File: config.mk
export PLATFORM = sky130hd
export DESIGN_NAME = dcn_node
export DESIGN_NICKNAME = d
export VERILOG_FILES = /design/src/hdl/dcn_ms_tick.v /design/src/hdl/dcn_ms_timer.v /design/src/hdl/dcn_node.v
export VERILOG_INCLUDE_DIRS = /design/src /design/src/pkg
export SDC_FILE = /design/constraint.sdc
export NUM_CORES = 1
export LEC_CHECK = 0
export BUFFER_PORTS_ARGS = -buffer_cell sky130_fd_sc_hd__buf_2
export CORE_ASPECT_RATIO = 1.2
export CORE_MARGIN = 3
export CORE_UTILIZATION = 40
export DETAILED_ROUTE_END_ITERATION = 7
export SLEW_MARGIN = 5
export SYNTH_ARGS = -nofsm -noshare
export SYNTH_HDL_FRONTEND = slang
export SYNTH_HIERARCHICAL = 1
export SYNTH_SLANG_ARGS = --single-unit
File: constraint.sdc
create_clock -name i_clock -period 4 [get_ports i_clock]
set_clock_uncertainty 0.15 [all_clocks]
set_input_delay 0 -clock i_clock [delete_from_list [all_inputs] [get_ports i_clock]]
set_output_delay 0 -clock i_clock [all_outputs]
set_load 0.02 [all_outputs]
File: src/pkg/dcn_defs.vh
// dcn_defs.vh: constants for the drive node communication block
// assumes a 10 MHz clock and a plain strobe register port
`ifndef DCN_DEFS_VH
`define DCN_DEFS_VH
// register offsets
`define DCN_A_CTRL 4'h0
`define DCN_A_PADDR 4'h1
`define DCN_A_LIFE 4'h2
`define DCN_A_HBPROD 4'h3
`define DCN_A_HBCONS 4'h4
`define DCN_A_TXCYC 4'h5
`define DCN_A_STAT 4'h6
`define DCN_A_MASK 4'h7
`define DCN_A_NODE 4'h8
`define DCN_A_BAUD 4'h9
`define DCN_A_CHGSEL 4'ha
// control field positions
`define DCN_C_ADDR_LO 0
`define DCN_C_GUARD 2
`define DCN_C_HBPROD 3
`define DCN_C_HBCONS 4
`define DCN_C_OPER 5
`define DCN_C_TX_LO 6
// addressing modes
`define DCN_ADDR_SW 2'h0
`define DCN_ADDR_SUM 2'h1
`define DCN_ADDR_PROG 2'h2
// transmit triggers
`define DCN_TX_OFF 2'h0
`define DCN_TX_CYC 2'h1
`define DCN_TX_RX 2'h2
`define DCN_TX_CHG 2'h3
// frame identifier bases
`define DCN_ID_RX 11'h200
`define DCN_ID_TX 11'h180
`define DCN_ID_HB 11'h700
// reset values
`define DCN_LIFE_RST 16'h01f4
`define DCN_BAUD_RST 7'h01
// status bits
`define DCN_S_GUARD 0
`define DCN_S_HBC 1
`define DCN_S_RX 2
// time base
`define DCN_CLK_HZ 10000000
`define DCN_MS_PER_S 1000
`endif

File: src/hdl/dcn_ms_tick.v
// dcn_ms_tick.v: one-cycle pulse every millisecond
// assumes the system clock given by the header
`timescale 1ns/1ps
`default_nettype none
`include "dcn_defs.vh"
module dcn_ms_tick #(
  parameter integer CYCLES = `DCN_CLK_HZ / `DCN_MS_PER_S
) (
  input wire i_clock,
  input wire i_nrst,
  output reg o_tick
);
  reg [15:0] cnt_reg;
  // divide the clock down to a millisecond pulse
  always @(posedge i_clock) begin
    if (!i_nrst) begin
      cnt_reg <= 16'h0000;
      o_tick <= 1'b0;
    end else if (cnt_reg == CYCLES[15:0] - 16'h0001) begin
      cnt_reg <= 16'h0000;
      o_tick <= 1'b1;
    end else begin
      cnt_reg <= cnt_reg + 16'h0001;
      o_tick <= 1'b0;
    end
  end
endmodule
`default_nettype wire

File: src/hdl/dcn_ms_timer.v
// dcn_ms_timer.v: millisecond interval counter with restart
// expires one cycle after the count of ticks reaches the limit
`timescale 1ns/1ps
`default_nettype none
module dcn_ms_timer #(
  parameter integer W = 16
) (
  input wire i_clock,
  input wire i_nrst,
  input wire i_run,
  input wire i_restart,
  input wire i_tick,
  input wire [W-1:0] i_limit,
  output reg o_expire
);
  reg [W-1:0] cnt_reg;
  // count ticks while running; pulse and restart at the limit
  always @(posedge i_clock) begin
    if (!i_nrst || !i_run || i_restart) begin
      cnt_reg <= {W{1'b0}};
      o_expire <= 1'b0;
    end else if (i_tick && (cnt_reg + {{(W-1){1'b0}}, 1'b1} >= i_limit)) begin
      cnt_reg <= {W{1'b0}};
      o_expire <= 1'b1;
    end else begin
      if (i_tick)
        cnt_reg <= cnt_reg + {{(W-1){1'b0}}, 1'b1};
      o_expire <= 1'b0;
    end
  end
endmodule
`default_nettype wire

File: src/hdl/dcn_node.v
// dcn_node.v: CAN node communication logic of a drive amplifier
// assumes a frame controller outside that delivers and sends decoded frames
//
// Implementation choices: the register offsets and the strobed register port.
`timescale 1ns/1ps
`default_nettype none
`include "dcn_defs.vh"
module dcn_node #(
  parameter integer MS_CYCLES = `DCN_CLK_HZ / `DCN_MS_PER_S
) (
  input wire i_clock,
  input wire i_nrst,
  input wire [3:0] i_addr,
  input wire [15:0] i_wdata,
  input wire i_wr,
  input wire i_rd,
  output reg [15:0] o_rdata,
  input wire [3:0] i_id_switch,
  input wire i_boot_done,
  input wire i_rx_valid,
  input wire [10:0] i_rx_id,
  input wire [63:0] i_rx_data,
  input wire i_guard_rx,
  input wire i_hb_rx,
  input wire [15:0] i_status_word,
  input wire [15:0] i_speed_act,
  input wire [15:0] i_drive_err,
  input wire i_tx_ready,
  output wire o_tx_valid,
  output reg [10:0] o_tx_id,
  output reg [63:0] o_tx_data,
  output reg [3:0] o_tx_len,
  output wire [6:0] o_node_id,
  output wire [6:0] o_baud_sel,
  output reg [15:0] o_ctrl_word,
  output reg [15:0] o_speed_ref,
  output reg [15:0] o_current_lim,
  output reg o_rx_strobe,
  output wire o_comm_err,
  output wire o_irq
);
  localparam S_IDLE = 3'b001;
  localparam S_PDO = 3'b010;
  localparam S_HB = 3'b100;

  reg [15:0] ctrl_reg;
  reg [6:0] paddr_reg;
  reg [15:0] life_reg;
  reg [15:0] hbprod_reg;
  reg [15:0] hbcons_reg;
  reg [15:0] txcyc_reg;
  reg [2:0] stat_reg;
  reg [2:0] mask_reg;
  reg [6:0] baud_reg;
  reg [2:0] chgsel_reg;
  reg [2:0] state_reg;
  reg [2:0] state_next;
  reg pdo_pend_reg;
  reg hb_pend_reg;
  reg [47:0] last_tx_reg;
  reg gap_ok_reg;
  reg booted_reg;
  reg [6:0] node_next;
  wire [1:0] addr_mode;
  wire [1:0] tx_mode;
  wire guard_on;
  wire hbc_on;
  wire oper;
  wire tick;
  wire guard_exp;
  wire hbc_exp;
  wire hbp_exp;
  wire cyc_exp;
  wire rx_hit;
  wire changed;
  wire pdo_start;
  wire hb_start;
  wire [2:0] ev;

  assign addr_mode = ctrl_reg[`DCN_C_ADDR_LO +: 2];
  assign tx_mode = ctrl_reg[`DCN_C_TX_LO +: 2];
  assign oper = ctrl_reg[`DCN_C_OPER];
  assign guard_on = ctrl_reg[`DCN_C_GUARD] & oper;
  assign hbc_on = ctrl_reg[`DCN_C_HBCONS] & ~ctrl_reg[`DCN_C_GUARD] & oper;
  assign o_baud_sel = baud_reg;

  // node identifier from the selected addressing mode
  always @* begin
    case (addr_mode)
      `DCN_ADDR_SW: node_next = {3'h0, i_id_switch} + 7'h01;
      `DCN_ADDR_SUM: node_next = {3'h0, i_id_switch} + paddr_reg + 7'h01;
      `DCN_ADDR_PROG: node_next = paddr_reg + 7'h01;
      default: node_next = {3'h0, i_id_switch} + 7'h01;
    endcase
  end
  assign o_node_id = node_next;

  // receive frame always accepted on its own identifier
  assign rx_hit = i_rx_valid && (i_rx_id == `DCN_ID_RX + {4'h0, node_next});
  always @(posedge i_clock) begin
    if (!i_nrst) begin
      o_ctrl_word <= 16'h0000;
      o_speed_ref <= 16'h0000;
      o_current_lim <= 16'h0000;
      o_rx_strobe <= 1'b0;
    end else begin
      o_rx_strobe <= rx_hit;
      if (rx_hit) begin
        o_ctrl_word <= i_rx_data[15:0];
        o_speed_ref <= i_rx_data[31:16];
        o_current_lim <= i_rx_data[47:32];
      end
    end
  end

  dcn_ms_tick #(.CYCLES(MS_CYCLES)) u_tick (
    .i_clock(i_clock),
    .i_nrst(i_nrst),
    .o_tick(tick)
  );

  // supervision and period timers
  // guard timer: restarted by every guard message, idle outside operational state
  dcn_ms_timer u_guard (
    .i_clock(i_clock),
    .i_nrst(i_nrst),
    .i_run(guard_on),
    .i_restart(i_guard_rx),
    .i_tick(tick),
    .i_limit(life_reg),
    .o_expire(guard_exp)
  );
  // consumer timer: held off while guarding is enabled
  dcn_ms_timer u_hbc (
    .i_clock(i_clock),
    .i_nrst(i_nrst),
    .i_run(hbc_on),
    .i_restart(i_hb_rx),
    .i_tick(tick),
    .i_limit(hbcons_reg),
    .o_expire(hbc_exp)
  );
  // producer timer free-runs; a zero time would flood the bus, so it stops
  dcn_ms_timer u_hbp (
    .i_clock(i_clock),
    .i_nrst(i_nrst),
    .i_run(booted_reg & ctrl_reg[`DCN_C_HBPROD] & (hbprod_reg != 16'h0000)),
    .i_restart(1'b0),
    .i_tick(tick),
    .i_limit(hbprod_reg),
    .o_expire(hbp_exp)
  );
  // cycle timer doubles as the minimum gap in change mode
  dcn_ms_timer u_cyc (
    .i_clock(i_clock),
    .i_nrst(i_nrst),
    .i_run((tx_mode == `DCN_TX_CYC) || (tx_mode == `DCN_TX_CHG)),
    .i_restart(pdo_start),
    .i_tick(tick),
    .i_limit(txcyc_reg),
    .o_expire(cyc_exp)
  );

  // change detection on selected transmit values
  assign changed = (chgsel_reg[0] && (i_status_word != last_tx_reg[15:0])) ||
                   (chgsel_reg[1] && (i_speed_act != last_tx_reg[31:16])) ||
                   (chgsel_reg[2] && (i_drive_err != last_tx_reg[47:32]));

  // transmit requests and boot latch
  always @(posedge i_clock) begin
    if (!i_nrst) begin
      pdo_pend_reg <= 1'b0;
      hb_pend_reg <= 1'b0;
      gap_ok_reg <= 1'b1;
      booted_reg <= 1'b0;
    end else begin
      if (i_boot_done)
        booted_reg <= 1'b1;
      if (pdo_start)
        gap_ok_reg <= 1'b0;
      else if (cyc_exp || tx_mode != `DCN_TX_CHG)
        gap_ok_reg <= 1'b1;
      if (tx_mode == `DCN_TX_OFF)
        pdo_pend_reg <= 1'b0;
      else if ((tx_mode == `DCN_TX_CYC && cyc_exp) ||
               (tx_mode == `DCN_TX_RX && rx_hit) ||
               (tx_mode == `DCN_TX_CHG && changed && gap_ok_reg))
        pdo_pend_reg <= 1'b1;
      else if (pdo_start)
        pdo_pend_reg <= 1'b0;
      if (hbp_exp)
        hb_pend_reg <= 1'b1;
      else if (hb_start)
        hb_pend_reg <= 1'b0;
    end
  end

  // transmit state machine: heartbeat wins over process data
  assign hb_start = (state_reg == S_IDLE) && hb_pend_reg;
  assign pdo_start = (state_reg == S_IDLE) && !hb_pend_reg && pdo_pend_reg;
  assign o_tx_valid = (state_reg != S_IDLE);
  always @* begin
    case (state_reg)
      S_IDLE: state_next = hb_start ? S_HB : (pdo_start ? S_PDO : S_IDLE);
      S_PDO: state_next = i_tx_ready ? S_IDLE : S_PDO;
      S_HB: state_next = i_tx_ready ? S_IDLE : S_HB;
      default: state_next = S_IDLE;
    endcase
  end
  always @(posedge i_clock) begin
    if (!i_nrst) begin
      state_reg <= S_IDLE;
      o_tx_id <= 11'h000;
      o_tx_data <= 64'h0;
      o_tx_len <= 4'h0;
      last_tx_reg <= 48'h0;
    end else begin
      state_reg <= state_next;
      if (hb_start) begin
        o_tx_id <= `DCN_ID_HB + {4'h0, node_next};
        o_tx_data <= {56'h0, 1'b0, oper ? 7'h05 : 7'h7f};
        o_tx_len <= 4'h1;
      end else if (pdo_start) begin
        o_tx_id <= `DCN_ID_TX + {4'h0, node_next};
        o_tx_data <= {16'h0, i_drive_err, i_speed_act, i_status_word};
        o_tx_len <= 4'h6;
        last_tx_reg <= {i_drive_err, i_speed_act, i_status_word};
      end
    end
  end

  // sticky status, write one to clear, set wins
  assign ev = {rx_hit, hbc_exp, guard_exp};
  assign o_comm_err = stat_reg[`DCN_S_GUARD] | stat_reg[`DCN_S_HBC];
  assign o_irq = |(stat_reg & mask_reg);
  always @(posedge i_clock) begin
    if (!i_nrst)
      stat_reg <= 3'h0;
    else if (i_wr && i_addr == `DCN_A_STAT)
      stat_reg <= (stat_reg & ~i_wdata[2:0]) | ev;
    else
      stat_reg <= stat_reg | ev;
  end

  // register writes
  always @(posedge i_clock) begin
    if (!i_nrst) begin
      ctrl_reg <= 16'h0000;
      paddr_reg <= 7'h00;
      life_reg <= `DCN_LIFE_RST;
      hbprod_reg <= 16'h0000;
      hbcons_reg <= 16'h0000;
      txcyc_reg <= 16'h0000;
      mask_reg <= 3'h0;
      baud_reg <= `DCN_BAUD_RST;
      chgsel_reg <= 3'h0;
    end else if (i_wr) begin
      case (i_addr)
        `DCN_A_CTRL: ctrl_reg <= i_wdata;
        `DCN_A_PADDR: paddr_reg <= i_wdata[6:0];
        `DCN_A_LIFE: life_reg <= i_wdata;
        `DCN_A_HBPROD: hbprod_reg <= i_wdata;
        `DCN_A_HBCONS: hbcons_reg <= i_wdata;
        `DCN_A_TXCYC: txcyc_reg <= i_wdata;
        `DCN_A_MASK: mask_reg <= i_wdata[2:0];
        `DCN_A_BAUD: baud_reg <= i_wdata[6:0];
        `DCN_A_CHGSEL: chgsel_reg <= i_wdata[2:0];
        default: ;
      endcase
    end
  end

  // register reads, data one cycle after the strobe
  always @(posedge i_clock) begin
    if (!i_nrst)
      o_rdata <= 16'h0000;
    else if (i_rd) begin
      case (i_addr)
        `DCN_A_CTRL: o_rdata <= ctrl_reg;
        `DCN_A_PADDR: o_rdata <= {9'h000, paddr_reg};
        `DCN_A_LIFE: o_rdata <= life_reg;
        `DCN_A_HBPROD: o_rdata <= hbprod_reg;
        `DCN_A_HBCONS: o_rdata <= hbcons_reg;
        `DCN_A_TXCYC: o_rdata <= txcyc_reg;
        `DCN_A_STAT: o_rdata <= {13'h0000, stat_reg};
        `DCN_A_MASK: o_rdata <= {13'h0000, mask_reg};
        `DCN_A_NODE: o_rdata <= {9'h000, node_next};
        `DCN_A_BAUD: o_rdata <= {9'h000, baud_reg};
        `DCN_A_CHGSEL: o_rdata <= {13'h0000, chgsel_reg};
        default: o_rdata <= 16'h0000;
      endcase
    end else
      o_rdata <= 16'h0000;
  end
endmodule
`default_nettype wire

==> metrics <==
status finished, final reports clean; 1st-iter DRT viols 1192; Synth Cell Area 18800 um^2; Core Box Area 46200 um^2; critical path endpoint pdo_pend_reg; Post-synth top flop dfxtp_1; total power 7.99 mW; power per cell area 346 nW/um^2; CP max stage delay 670 ps; Clock transition at path regs 60 ps; H-tree Lvls 2; Slowest cell on crit path dlygate4sd3_1; register area share after synthesis 39.2%; register bit count reported by yosys 367; root buffer cell clkbuf_16; WL final 57200 um; Area Overhead vs Synth 23.0%; syn_area_per_cell 8.35 um^2; Max VDD drop 261 uV; GRT Total Usage 22.1%; synthesized instance count 2245; P_leak 9.10 nW; Final Hold Viols 0; number of synthesized flops with an enable pin 0; total iterations of the first detailed-routing run 6; # DRC 0; cells along the critical path inv_1 > ha_1 > inv_1 > fa_1 > a221oi_2 > nor3_1 > or3b_1 > nor4_4 > nand3_1 > nand4b_1 > dlygate4sd3_1 > a211oi_1; Slew Limit Fails 0; Skew-Pair Late Insertion Delay 560 ps; Least-Margin Pin Slew 1040 ps; setup slack, reg-to-reg 260 ps; M1 WL 23900 um; Layout Nets 2806; met2 WL 27600 um; Critical Path Sink Type flip-flop; final hold slack 21.2 ps; DR WL/cell 17.8 um; vias in the first global route 16.7k; Period minus WS final 3740 ps; max frequency 267 MHz; filler instances 4303; Max FO, Critical Path 6; first-pass GRT wire length 88900 um; final worst slack 257 ps; CTS max path bufs 3; Via density 5.38; most used cell, CP inv_1; DRT antenna net count 0; Hold Path Class in -> reg; dpl ws 428 ps; layout cell share with drive strength beyond 1 17.9%; Crit Reg-Reg Startpoint paddr_reg[0]; R2R Path End pdo_pend_reg; Die W 204 um; routed wl met3 3890 um; Highest Signal Layer met5; final setup fails 0; vias 17.3k; CP Data Required Time 4330 ps; Tcrit/Tclk final 93.6%; largest net degree at the start of global routing 102; Initial Util 40.6%; max cap viols 0; Post-synth ARST share 0%; Die ar. 49500 um^2; R2R depth 12; relative slew slack 30.5%; Setup CP Type reg -> reg; postcts setup bufs 0; number of cell rows 86; clock sinks 367; Syn. warnings 6; total CTS buffers 40; detailed placement HPWL 40600 um; routability cong. 0.883; Synth cell types 75; Sum Neg Setup Slack 0 ps; initial antenna violation count 6; I/O pins 317; startpoint types flip-flop; IO buf count 283; GR Overflow Total 0; Die Ht 243 um; CP arrival 4080 ps; CTS tree built; worst setup path startpoint paddr_reg[0]
## worst max-delay path, delay by kind of cell (launching register included)
| family | cells | cell delay, ps |
|---|---|---|
| flops | 1 | 450 |
| fa+ha+maj | 2 | 630 |
| buf+inv | 3 | 810 |
| compound gates | 2 | 540 |
| simple gates | 5 | 1080 |
## layout make-up
type                            instances  area, um^2  share of cell area [%]
Multi-Input combinational cell       1651       10500                    45.3
Timing Repair Buffer                  430        2850                    12.4
Sequential cell                       367        7350                    31.9
Tap cell                              616         771                    3.34
Clock buffer                           58        1160                    5.03
Inverter                               82         313                    1.36
Clock inverter                         14         155                   0.673
Antenna cell                            5        12.5                  0.0542
## how the worst min path moves through the flow
stage	startpoint	to	slack [ps]	cells after the start
global route	i_rx_id[5]	o_ctrl_word[2]	60	4
finish	i_rx_id[5]	o_speed_ref[12]	20	4
CTS	i_rx_id[5]	o_speed_ref[12]	10	4
global placement	i_boot_done	booted_reg	60	3
floorplan	i_boot_done	booted_reg	-30	2
detailed placement	i_boot_done	booted_reg	70	3
## stage by stage
step / util (%) / cells / area (um^2)
floorplan: - / 2262 / 18800
global placement: 44.3 / 3023 / 20500
detailed placement: 44.3 / 3023 / 20500
CTS: 49.9 / 3218 / 23000
global route: 50.0 / 3222 / 23100
finish: 50.0 / 3223 / 23100
## synth_stat cells (23+ instances only)
master,count,area [um^2]
nand2_1,426,1600
dfxtp_1,367,7350
a21oi_1,258,1290
nor2_1,140,526
xor2_1,119,1040
clkbuf_1,102,383
inv_1,81,304
nand4_1,78,488
ha_1,77,963
xnor2_1,60,526
nand3_1,42,210
nor3_2,40,400
mux2i_1,37,370
nor3_1,35,175
o31ai_1,34,255
a22oi_1,26,195
and3_1,25,156
buf_2,23,115
## per-layer routing
| layer | GRT usage, % | vias up |
|---|---|---|
| li1 | - | 8429 |
| met1 | 27.5 | 8165 |
| met2 | 38.1 | 610 |
| met3 | 4.13 | 129 |
| met4 | 7.59 | 4 |
| met5 | 0 | - |
## where the power goes
part / total [mW] / internal (mW) / switching (mW) / leakage, nW
Clock: 3.73 / 2.21 / 1.52 / 0.650
Combinational: 0.566 / 0.223 / 0.342 / 5.49
Sequential: 3.69 / 3.67 / 0.0196 / 2.96
Total: 7.99 / 6.11 / 1.88 / 9.10
## logic make-up (layout without fill, tap and decap cells)
logic type	count (synthesis)	count (layout)	share of synthesized area, %
other cells	1	23	0.0200
compound gates	444	444	16.0
buf+inv	244	584	5.92
simple gates	891	891	23.1
mux	41	41	2.22
xor+xnor	179	179	8.36
flops	367	367	39.2
fa+ha+maj	78	78	5.24
## placed cells by master (no fill, tap or decap), drive strengths merged, types with 9 or more instances in the layout
| cell | count |
|---|---|
| o31ai | 54 |
| ha | 77 |
| a221oi | 10 |
| nand4 | 78 |
| nor2 | 140 |
| nand3 | 42 |
| nor2b | 15 |
| dfxtp | 367 |
| xnor2 | 60 |
| nor4 | 22 |
| o21ai | 18 |
| buf | 307 |
| inv | 84 |
| nand3b | 10 |
| conb | 18 |
| xor2 | 119 |
| and3 | 26 |
| and2 | 10 |
| nor3 | 75 |
| and4 | 22 |
| a21oi | 258 |
| clkbuf | 58 |
| dlygate4sd3 | 123 |
| a31oi | 15 |
| mux2i | 37 |
| nand2b | 9 |
| nand2 | 427 |
| a22oi | 26 |
## timing repair
| item | CTS | global route |
|---|---|---|
| setup endpoints to repair | 0 | 3 |
| resized for setup | 0 | 6 |
| hold buffers | 123 | 0 |
| endpoints found under the hold margin | 277 | 0 |
Power figures use the tool's default switching activity.
